## src/hdl/sdcr_pkg.sv

```systemverilog
// Constants for the synthesizer divider configuration register bank
// ================================================================
// Notes on behaviour
// - Bit 14 of word 0x1F enables the first divide-by-two of the channel divider.
// - Feedback divider is 19 bits: 0x22 bits 2:0 on top, 0x24 below.
// - Word 0x25 bits 13:8 hold the phase detector delay chosen by software.
// - Denominator is 32 bits: 0x26 upper half, 0x27 lower; each resets 0xFFFF.
// - Word 0x28 holds the upper half of the modulator seed.
// - Word 0x29 holds the lower half of the modulator seed.
// - Order 0 is integer mode, 1 to 3 modulator orders, others unused.
package sdcr_pkg;

    // ================================================================
    // Sizes
    localparam int ADDR_W = 8;
    localparam int DATA_W = 16;
    localparam int NUM_WORDS = 14;
    localparam int FBDIV_W = 19;
    localparam int PDD_W = 6;
    localparam int ORDER_W = 3;

    // ================================================================
    // Word indices and offsets
    localparam int IDX_CHAN_DIV = 2;
    localparam int IDX_FBDIV_HI = 5;
    localparam int IDX_FBDIV_LO = 7;
    localparam int IDX_PDD = 8;
    localparam int IDX_DEN_HI = 9;
    localparam int IDX_DEN_LO = 10;
    localparam int IDX_SEED_HI = 11;
    localparam int IDX_SEED_LO = 12;
    localparam int IDX_MOD_CTRL = 13;

    localparam logic [ADDR_W-1:0] OFF_RESV_1D = 8'h1D;
    localparam logic [ADDR_W-1:0] OFF_CHAN_DIV = 8'h1F;
    localparam logic [ADDR_W-1:0] OFF_FBDIV_HI = 8'h22;
    localparam logic [ADDR_W-1:0] OFF_FBDIV_LO = 8'h24;
    localparam logic [ADDR_W-1:0] OFF_PDD = 8'h25;
    localparam logic [ADDR_W-1:0] OFF_DEN_HI = 8'h26;
    localparam logic [ADDR_W-1:0] OFF_DEN_LO = 8'h27;
    localparam logic [ADDR_W-1:0] OFF_SEED_HI = 8'h28;
    localparam logic [ADDR_W-1:0] OFF_SEED_LO = 8'h29;
    localparam logic [ADDR_W-1:0] OFF_MOD_CTRL = 8'h2C;
    localparam logic [ADDR_W-1:0] OFF_STATUS = 8'h3F;

    localparam logic [ADDR_W-1:0] WORD_OFFSET [NUM_WORDS] = '{
        8'h1D, 8'h1E, 8'h1F, 8'h20, 8'h21, 8'h22, 8'h23,
        8'h24, 8'h25, 8'h26, 8'h27, 8'h28, 8'h29, 8'h2C};

    // ================================================================
    // Reset values, writable bits, mandated reserved values and their masks
    localparam logic [DATA_W-1:0] WORD_RESET [NUM_WORDS] = '{
        16'h318C, 16'h318C, 16'hC3EC, 16'h0393, 16'h1E21, 16'h0010, 16'h0004,
        16'h0070, 16'h0205, 16'hFFFF, 16'hFFFF, 16'h0000, 16'h0000, 16'h0002};
    localparam logic [DATA_W-1:0] WORD_WMASK [NUM_WORDS] = '{
        16'hFFFF, 16'hFFFF, 16'hFFFF, 16'hFFFF, 16'hFFFF, 16'hFFFF, 16'hFFFF,
        16'hFFFF, 16'hFFFF, 16'hFFFF, 16'hFFFF, 16'hFFFF, 16'hFFFF, 16'h0007};
    localparam logic [DATA_W-1:0] RESV_VALUE [NUM_WORDS] = '{
        16'h318C, 16'h318C, 16'h03EC, 16'h0393, 16'h1E21, 16'h0000, 16'h0004,
        16'h0000, 16'h8004, 16'h0000, 16'h0000, 16'h0000, 16'h0000, 16'h0000};
    localparam logic [DATA_W-1:0] RESV_MASK [NUM_WORDS] = '{
        16'hFFFF, 16'hFFFF, 16'hBFFF, 16'hFFFF, 16'hFFFF, 16'hFFF8, 16'hFFFF,
        16'h0000, 16'hC0FF, 16'h0000, 16'h0000, 16'h0000, 16'h0000, 16'h0000};

    // ================================================================
    // Field positions
    localparam int HALVER_BIT = 14;
    localparam int PDD_LSB = 8;
    localparam int STATUS_ORDER_BIT = 13;
    localparam logic [ORDER_W-1:0] ORDER_MAX = 3'h3;

    typedef enum logic [2:0] {
        SDCR_MODE_INTEGER,
        SDCR_MODE_FIRST,
        SDCR_MODE_SECOND,
        SDCR_MODE_THIRD,
        SDCR_MODE_UNUSED
    } sdcr_mode_t;

endpackage

```

## src/hdl/sdcr_word.sv

```systemverilog
// One 16-bit configuration word with reset value and writable-bit mask
`timescale 1ns/10ps
module sdcr_word #(
    parameter logic [15:0] RESET_VAL = 16'h0000,
    parameter logic [15:0] WMASK = 16'hFFFF
) (
    input wire logic core_clk_i,
    input wire logic rst_i,
    input wire logic wr_en_i,
    input wire logic [15:0] wdata_i,
    output logic [15:0] word_o
);

    // ================================================================
    // Storage
    // Bits outside the mask hold their reset value and read back as such
    logic [15:0] next_word;

    assign next_word = (word_o & ~WMASK) | (wdata_i & WMASK);

    always_ff @(posedge core_clk_i)
    begin
        if (rst_i)
        begin
            word_o <= RESET_VAL;
        end
        else if (wr_en_i)
        begin
            word_o <= next_word;
        end
    end

endmodule

```

## src/hdl/sdcr_regs.sv

```systemverilog
// Divider, denominator, seed and modulator order configuration bank
//
// Implementation choice: strobed register access.
`timescale 1ns/10ps
module sdcr_regs (
    input wire logic core_clk_i,
    input wire logic rst_i,
    input wire logic [sdcr_pkg::ADDR_W-1:0] reg_addr_i,
    input wire logic [sdcr_pkg::DATA_W-1:0] reg_wdata_i,
    input wire logic reg_wr_i,
    input wire logic reg_rd_i,
    output logic [sdcr_pkg::DATA_W-1:0] reg_rdata_o,
    output logic first_halver_enable_o,
    output logic [sdcr_pkg::FBDIV_W-1:0] feedback_div_o,
    output logic [sdcr_pkg::PDD_W-1:0] phase_det_delay_o,
    output logic [31:0] frac_denominator_o,
    output logic [31:0] modulator_seed_o,
    output logic [sdcr_pkg::ORDER_W-1:0] modulator_order_o,
    output sdcr_pkg::sdcr_mode_t modulator_mode_o,
    output logic integer_mode_o,
    output logic reserved_fault_o
);

    // ================================================================
    // Storage and address decode
    logic [sdcr_pkg::DATA_W-1:0] word_q [sdcr_pkg::NUM_WORDS];
    logic [sdcr_pkg::NUM_WORDS-1:0] word_hit;
    logic [sdcr_pkg::NUM_WORDS-1:0] word_wr;
    logic [sdcr_pkg::NUM_WORDS-1:0] resv_bad;
    logic [sdcr_pkg::DATA_W-1:0] hit_data [sdcr_pkg::NUM_WORDS];
    logic status_hit;
    logic order_unused;
    logic [sdcr_pkg::DATA_W-1:0] status_word;
    logic [sdcr_pkg::DATA_W-1:0] rd_sel;
    logic [sdcr_pkg::DATA_W-1:0] next_rdata;

    genvar g;
    generate
        for (g = 0; g < sdcr_pkg::NUM_WORDS; g = g + 1)
        begin : gen_word
            assign word_hit[g] = (reg_addr_i == sdcr_pkg::WORD_OFFSET[g]);
            assign word_wr[g] = reg_wr_i & word_hit[g];
            assign hit_data[g] = word_hit[g] ? word_q[g] : 16'h0000;
            // Reserved fields compared to their mandated values
            assign resv_bad[g] = |((word_q[g] ^ sdcr_pkg::RESV_VALUE[g])
                & sdcr_pkg::RESV_MASK[g]);

            sdcr_word #(
                .RESET_VAL(sdcr_pkg::WORD_RESET[g]),
                .WMASK(sdcr_pkg::WORD_WMASK[g])
            ) u_word (
                .core_clk_i(core_clk_i),
                .rst_i(rst_i),
                .wr_en_i(word_wr[g]),
                .wdata_i(reg_wdata_i),
                .word_o(word_q[g])
            );
        end
    endgenerate

    assign status_hit = (reg_addr_i == sdcr_pkg::OFF_STATUS);

    // ================================================================
    // Decoded fields
    // Split values are presented whole so no consumer stitches halves
    assign first_halver_enable_o = word_q[sdcr_pkg::IDX_CHAN_DIV][sdcr_pkg::HALVER_BIT];
    assign feedback_div_o = {word_q[sdcr_pkg::IDX_FBDIV_HI][2:0],
        word_q[sdcr_pkg::IDX_FBDIV_LO]};
    assign phase_det_delay_o =
        word_q[sdcr_pkg::IDX_PDD][sdcr_pkg::PDD_LSB +: sdcr_pkg::PDD_W];
    assign frac_denominator_o = {word_q[sdcr_pkg::IDX_DEN_HI],
        word_q[sdcr_pkg::IDX_DEN_LO]};
    assign modulator_seed_o = {word_q[sdcr_pkg::IDX_SEED_HI],
        word_q[sdcr_pkg::IDX_SEED_LO]};
    assign modulator_order_o = word_q[sdcr_pkg::IDX_MOD_CTRL][sdcr_pkg::ORDER_W-1:0];

    // ================================================================
    // Modulator mode
    // Unused codes are flagged, never folded onto a legal order
    assign order_unused = (modulator_order_o > sdcr_pkg::ORDER_MAX);
    assign integer_mode_o = (modulator_order_o == 3'h0);

    always_comb
    begin
        case (modulator_order_o)
            3'h0: modulator_mode_o = sdcr_pkg::SDCR_MODE_INTEGER;
            3'h1: modulator_mode_o = sdcr_pkg::SDCR_MODE_FIRST;
            3'h2: modulator_mode_o = sdcr_pkg::SDCR_MODE_SECOND;
            3'h3: modulator_mode_o = sdcr_pkg::SDCR_MODE_THIRD;
            default: modulator_mode_o = sdcr_pkg::SDCR_MODE_UNUSED;
        endcase
    end

    // ================================================================
    // Status
    assign status_word = {2'b00, order_unused, resv_bad[sdcr_pkg::NUM_WORDS-2:0]};
    assign reserved_fault_o = |resv_bad;

    // ================================================================
    // Read path
    // Unmapped reads return zero; data stands one cycle only
    always_comb
    begin
        rd_sel = status_hit ? status_word : 16'h0000;
        for (int i = 0; i < sdcr_pkg::NUM_WORDS; i++)
        begin
            rd_sel = rd_sel | hit_data[i];
        end
    end

    assign next_rdata = reg_rd_i ? rd_sel : 16'h0000;

    always_ff @(posedge core_clk_i)
    begin
        if (rst_i)
        begin
            reg_rdata_o <= 16'h0000;
        end
        else
        begin
            reg_rdata_o <= next_rdata;
        end
    end
endmodule

```

## config.mk

```make
export PLATFORM = sky130hd
export DESIGN_NAME = sdcr_regs
export DESIGN_NICKNAME = d
export VERILOG_FILES = /design/src/hdl/sdcr_pkg.sv /design/src/hdl/sdcr_word.sv /design/src/hdl/sdcr_regs.sv
export SDC_FILE = /design/constraint.sdc
export NUM_CORES = 1
export LEC_CHECK = 0
export BUFFER_PORTS_ARGS = -buffer_cell sky130_fd_sc_hd__buf_2
export CORE_MARGIN = 2
export CORE_UTILIZATION = 25
export DETAILED_ROUTE_END_ITERATION = 7
export GPL_TIMING_DRIVEN = 0
export SKIP_LAST_GASP = 1
export SYNTH_ARGS = -nofsm -noshare
export SYNTH_HDL_FRONTEND = slang
export SYNTH_HIERARCHICAL = 1
export SYNTH_SLANG_ARGS = --single-unit
```

## constraint.sdc

```tcl
create_clock -name core_clk_i -period 2.7 [get_ports core_clk_i]
set_input_delay 0.54 -clock core_clk_i [delete_from_list [all_inputs] [get_ports core_clk_i]]
set_output_delay 0.54 -clock core_clk_i [all_outputs]
set_load 0.05 [all_outputs]
```

==> flow_summary.yaml, run 1 <==
logic_synthesis:
  synth_area_um2: 10820
  ys_ff_latch: 227
  avgSynthCellArea_um2: 9.919
  ys.flop_type: "dfxtp_1"
  synth-edff-count: 0
  async_flop_share: 0
  yosysWarnings: 6
  ys_seq_area_frac: 0.4199
  syn_inst: 1091
  yosysUniqueCellTypes: 57
timing:
  fin_ws_ps: -82.41
  hold_viol_final: 0
  holdWs_ps: 489.4
  fin_crit_sh: 1.031
  slew_viol_final: 0
  period_minus_slack_ps: 2782
  fmax_ghz: 0.3594
  relSlewSlack: 0.2412
  rsz0062_at_grt: "true"
  tightest_slew_ps: 1128
  tns_ps: -90.87
  setup_viol: 2
  fin_skew_ps: 25.63
route:
  drt_iter0_markers: 1198
  dr.pass1.iters: 6
  routedWlPerCell_um: 24.70
  avgViaCountPerCell: 5.201
  routed_wl_mm: 46.39
  ant_nets: 0
  routed-via-count: 9768
  drc: 0
grt:
  gr-total-overflow: 0
  grt_pass1_wl_mm: 65.58
  antenna_found_initial: 3
  grt_usage: 0.1998
  grt_max_degree: 18
  grt_pass1_vias: 9417
die:
  num_rows: 76
  io_pins: 142
  die_height_um: 212.1
  core_um2: 42890
  floorplan.initialDensity: 0.2523
  die_w_um: 212.1
  die-area_um2: 44970
cells_and_area:
  num_antenna_cells: 0
  drive_gt1_frac: 0.2514
  post-route-util: 0.3087
  area_delta_synth_final_pct: 22.33
  n_fill_cell: 4555
  nets: 1303
status:
  violations: "setup timing"
  status: "finished with violations"
worst_setup_path:
  crit_type: "reg2out"
  required_ps: 2160
  cp-end-kind: "primary output"
  arrival_ps: 2240
  critPathLaunchType: "flop"
  reg2reg_depth: 6
  crit_fanout: 3
clocking:
  path_clk_slew_ps: 60
  cts_sinks: 227
  cts_max_level: 1
  clk_latency_ps: 530
  numCtsBuffers: 24
  cts_buffer_depth: 3
  root_buffer: "clkbuf_16"
  cts_tree: "built"
min_path:
  worstHoldPathType: "in2reg"
  worstHoldPathCells: 2
power_and_ir_drop:
  p_leak_nw: 4.760
  power.density_nw_per_um2: 540.3
  ir_drop_v: 0.0003229
flow_run:
  drv_cap: 0
place:
  dp.final_hpwl_mm: 34.07
  port_buffers: 140
  gp_congestion: 0.9674
  pre_cts_slack_ps: -610.1
synthesized netlist by cell type, drive strengths merged (2+ instances only):
library cell    n  area, um^2
dfxtp         227        4544
nor2          172       645.6
mux2i         162        1622
a211o          74       648.1
buf            73       659.4
nor2b          65       406.6
a22oi          41       307.8
mux2           32       360.4
clkbuf         30       120.1
nand2          23       86.33
and2b          18       175.2
nor4           16       100.1
a21oi          15       75.07
nor3           15       85.08
a31oi          12       75.07
nand4           9       56.30
o32ai           9       86.34
nor4b           8       70.07
nand3           7       35.03
o21ai           7       35.03
o22ai           7       43.79
a221oi          6       52.55
nand2b          6       37.54
a211oi          5       37.54
a32oi           5       43.79
and2            5       31.28
and4b           4       40.04
nor4bb          4       40.04
a22o            3       26.28
a311oi          3       26.28
a32o            3       30.03
a41oi           3       26.28
and3            3       18.77
a2111oi         2       18.77
mux4            2       45.04
nor3b           2       15.01
or3             2       12.51
critical path: stages (launching register included):
cell     delay (ps)
dfxtp_1         360
nor4b_2         340
nand4_1         340
nor4_2          390
nand2_2         130
buf_8           170
kinds of logic after synthesis:
family                 synth area share
other                         0.0003465
flip-flops                       0.4199
AO/OA/AOI/OAI                    0.1455
AND/OR/NAND/NOR                  0.1746
multiplexers                     0.1873
buffers and inverters           0.07238
repair_timing:
| item | 4_1_cts | 5_1_grt |
|---|---|---|
| endpoints found under the setup margin | 6 | 47 |
| hold buffers | 0 | 0 |
| setup buffers | 3 | 2 |
| gates resized for setup | 14 | 12 |
| pin swaps | 6 | 4 |
| endpoints found under the hold margin | 0 | 0 |
through the flow:
stage	instance area, um^2	power [mW]	std cells
CTS	13180	7.184	1876
global placement	12300	3.919	1828
floorplan	10870	3.674	1103
finish	13240	7.153	1878
global route	13240	7.351	1878
detailed placement	12310	3.922	1829
area by class of cell:
cell class	count	area (um^2)	area share
Multi-Input combinational cell	772	5632	0.4254
Buffer	103	783.3	0.05917
Inverter	1	3.754	0.0002836
Sequential cell	227	4547	0.3435
Clock inverter	6	40.04	0.003025
Tap cell	585	732.0	0.05529
Clock buffer	38	744.5	0.05624
Timing Repair Buffer	146	755.7	0.05709
state kept, by name, summed over array words and instances, names as in the netlist:
| signal | count |
|---|---|
| gen_word.u_word/word_o | 211 |
| reg_rdata_o | 16 |
path summary, 6_finish.rpt:
check                                start                            end  slack, ps
max reg2reg   gen_word[1].u_word/word_o[5]                 reg_rdata_o[1]        720
max          gen_word[4].u_word/word_o[13]               reserved_fault_o        -80
min reg2reg   gen_word[1].u_word/word_o[4]   gen_word[1].u_word/word_o[4]        530
min                                  rst_i  gen_word[13].u_word/word_o[2]        490
layout by cell type (no fill, tap or decap), types with 11 or more instances in the layout:
| cell type | synthesis | layout |
|---|---|---|
| nor2b_1 | 65 | 65 |
| mux2_2 | 32 | 32 |
| conb_1 | 1 | 13 |
| a31oi_1 | 12 | 12 |
| a21oi_1 | 15 | 15 |
| clkbuf_1 | 24 | 27 |
| a211o_1 | 74 | 74 |
| nor3_1 | 13 | 11 |
| clkbuf_16 | 0 | 25 |
| mux2i_1 | 162 | 162 |
| buf_4 | 16 | 22 |
| nor4_1 | 16 | 12 |
| a22oi_1 | 41 | 41 |
| and2b_4 | 16 | 16 |
| buf_6 | 16 | 16 |
| buf_2 | 21 | 160 |
| buf_12 | 11 | 11 |
| dfxtp_1 | 227 | 225 |
| nand2_1 | 23 | 22 |
| nor2_1 | 172 | 169 |
power by group:
group | internal, mW | total [mW] | switching, mW
Combinational | 0.131 | 0.506 | 0.375
Sequential | 3.35 | 3.36 | 0.00622
Clock | 1.89 | 3.29 | 1.39
layer usage:
metal | GRT usage | vias to the layer above | routed length, um
met5 | 0 | - | 12
met4 | 0.05974 | 2 | 1506
met3 | 0.03530 | 91 | 3914
met2 | 0.3239 | 516 | 21210
met1 | 0.2704 | 4832 | 19750
li1 | - | 4327 | -
Power figures use the tool's default switching activity.
==> inputs of run 2 (changes only) <==
--- a/config.mk
+++ b/config.mk
@@ -6,12 +6,11 @@
 export NUM_CORES = 1
 export LEC_CHECK = 0
 export BUFFER_PORTS_ARGS = -buffer_cell sky130_fd_sc_hd__buf_2
-export CORE_MARGIN = 2
+export CORE_MARGIN = 8
 export CORE_UTILIZATION = 25
 export DETAILED_ROUTE_END_ITERATION = 7
 export GPL_TIMING_DRIVEN = 0
 export SKIP_LAST_GASP = 1
 export SYNTH_ARGS = -nofsm -noshare
 export SYNTH_HDL_FRONTEND = slang
-export SYNTH_HIERARCHICAL = 1
 export SYNTH_SLANG_ARGS = --single-unit
==> run 2 against run 1 <==
  * The run still ends with setup timing left
  * Critical path depth grew 3
  * Via count grew 9.2%
  * Sequential share of layout area grew 1.2 points
  * Die area grew 6.6%
  * Global-route usage shrank 0.68 points
  * Sequential power is essentially flat
  * Worst setup slack gained 65 ps
  * Wire length grew 5.6%
==> flow_summary.yaml, run 2 <==
status:
  status: "finished with violations"
  violations: "setup timing"
clocking:
  clk_latency_ps: 530
  cts_max_level: 1
  cts_sinks: 227
  path_clk_slew_ps: 70
  numCtsBuffers: 25
  root_buffer: "clkbuf_16"
  cts_buffer_depth: 3
  cts_tree: "built"
  ctsHoldBuffers: 0
cells_and_area:
  largest_reg_flops: 211
  reg_top3: "gen_word.u_word.word_o: 211 flops, reg_rdata_o: 16 flops"
  drive_gt1_frac: 0.2117
  num_antenna_cells: 0
  area_delta_synth_final_pct: 24.28
  regMostFlops: "gen_word.u_word.word_o"
  post-route-util: 0.3140
  nets: 1494
  n_fill_cell: 4381
  final_cell_mix: "nand2_1 (409), dfxtp_1 (220), buf_2 (172)"
  finalNonFillerCells: 2015
  final_common_cell: "nand2_1"
min_path:
  worstHoldPathType: "in2reg"
logic_synthesis:
  yosysUniqueCellTypes: 52
  synth_area_um2: 10290
  netlist_top_cells_count: "nand2_1 (410), dfxtp_1 (227), a21oi_1 (151)"
  syn_nets: 1318
  ys_ff_latch: 227
  syn_inst: 1290
  synth_top_area_cell: "dfxtp_1"
  ys.flop_type: "dfxtp_1"
  synth-edff-count: 0
  yosys-top-cells-area: "dfxtp_1 (44%), nand2_1 (15%), a21oi_1 (7.3%), nand3b_1 (4.2%), mux4_2 (2.8%)"
  avgSynthCellArea_um2: 7.979
  ys_seq_area_frac: 0.4415
  yosysWarnings: 0
  synth_top_area_frac: 0.4415
  synth.most_common_cell: "nand2_1"
  async_flop_share: 0
timing:
  holdWs_ps: 275.6
  fin_crit_sh: 1.007
  fin_skew_ps: 9.931
  rsz0062_at_grt: "true"
  period_minus_slack_ps: 2718
  setup_viol: 3
  slew_viol_final: 0
  fin_ws_ps: -17.85
  fmax_ghz: 0.3679
  relSlewSlack: 0.1767
  tightest_slew_ps: 1225
  hold_viol_final: 0
worst_setup_path:
  required_ps: 3050
  crit_fanout: 10
  critPathLaunchType: "input port"
  cp-end-kind: "flop"
  arrival_ps: 3070
  crit_type: "in2reg"
route:
  drt-met1-wl_mm: 20.04
  drc: 0
  route.met2.wl_mm: 21.86
  routedWlPerCell_um: 24.30
  routed-via-count: 10670
  dr.pass1.iters: 7
  drt_iter0_markers: 1220
  routed_wl_mm: 48.97
  met3_length_mm: 4.964
  avgViaCountPerCell: 5.294
  topRoutingLayerUsed: "met4"
  ant_nets: 0
power_and_ir_drop:
  ir_drop_v: 0.0004958
  p_leak_nw: 4.887
  fin_total_pwr_mw: 7.582
  power.density_nw_per_um2: 592.7
grt:
  antenna_found_initial: 1
  grt_usage: 0.1930
  grt_max_degree: 14
  grt_pass1_wl_mm: 69.47
  grt_pass1_vias: 10200
  gr-total-overflow: 0
die:
  die-area_um2: 47920
  io_pins: 142
  num_rows: 74
  die_height_um: 218.9
  core_um2: 40740
  die_w_um: 218.9
  floorplan.initialDensity: 0.2526
flow_run:
  drv_cap: 0
place:
  dp.final_hpwl_mm: 36.18
  port_buffers: 138
  gp_congestion: 0.9927
  pre_cts_slack_ps: -462.4
  placedCellCount: 1960
==> run 2: cell types whose count changed after synthesis, moves of 16 or more <==
cell      before  now
a21oi_1       15  151
mux2i_1      162   26
nor2_1       172   32
nand3b_1       0   58
nand2_1       23  410
nor2b_1       65   22
nand3_1        7   38
clkbuf_1      24   68
and2b_4       16    0
a211o_1       74   17
==> run 2: metal layers <==
metal  vias to the layer above  global-route usage
met5                         -                   0
met4                         0             0.07718
met3                       114             0.03841
met2                       637              0.3061
met1                      5147              0.2546
li1                       4769                   -
==> run 2: per-stage QoR <==
stage                     instance area, um^2  setup TNS [ps]
final                                   12790          -37.27
after global routing                    12790          -59.71
after CTS                               12700          -16.51
after detailed placement                11650           -9612
after global placement                  11650           -9488
after floorplan                         10290               0
==> run 2: worst max-delay path, cell delays in order <==
cell      delay, ps
buf_2           200
buf_2           440
buf_2           450
buf_2           470
mux2i_1         360
o22ai_1         180
a211oi_1        230
a21oi_1         170
==> run 2: kinds of logic (layout without fill, tap and decap cells) <==
group	count (synthesis)	count (layout)	synth area share
multiplexers	60	60	0.07671
buffers and inverters	124	317	0.05470
AO/OA/AOI/OAI	249	249	0.1431
AND/OR/NAND/NOR	630	630	0.2840
flip-flops	227	227	0.4415
==> run 2: power by group <==
part / leakage, nW / internal (mW) / switching [mW]
registers: 1.83 / 3.35 / 0.00651
clock network: 0.443 / 2.27 / 1.46
logic: 2.61 / 0.119 / 0.374
==> run 2: worst paths after layout <==
kind | slack [ps] | end | cells after the start | startpoint
setup / recovery | -20 | reg_rdata_o[7] | 8 | reg_addr_i[0]
setup reg to reg | 890 | reg_rdata_o[13] | 5 | gen_word[8].u_word.word_o[13]
hold / removal | 280 | gen_word[10].u_word.word_o[14] | 2 | reg_wdata_i[14]
hold reg to reg | 470 | gen_word[7].u_word.word_o[10] | 2 | gen_word[7].u_word.word_o[10]
==> run 2: what timing repair did <==
item	4_1_cts	5_1_grt
hold endpoints to repair	0	0
setup endpoints to repair	1	1
setup buffers	8	3
pin swaps	11	9
resized for setup	20	13
==> run 2: final cells by class <==
class | count | area (um^2) | area share
clock buffers | 32 | 721.9 | 0.05644
clock inverters | 12 | 173.9 | 0.01360
plain buffers | 118 | 540.5 | 0.04226
well taps | 532 | 665.6 | 0.05204
repair buffers | 149 | 783.3 | 0.06123
inverters | 6 | 22.52 | 0.001761
flip-flops and latches | 227 | 4553 | 0.3560
multi-input cells | 939 | 5330 | 0.4167
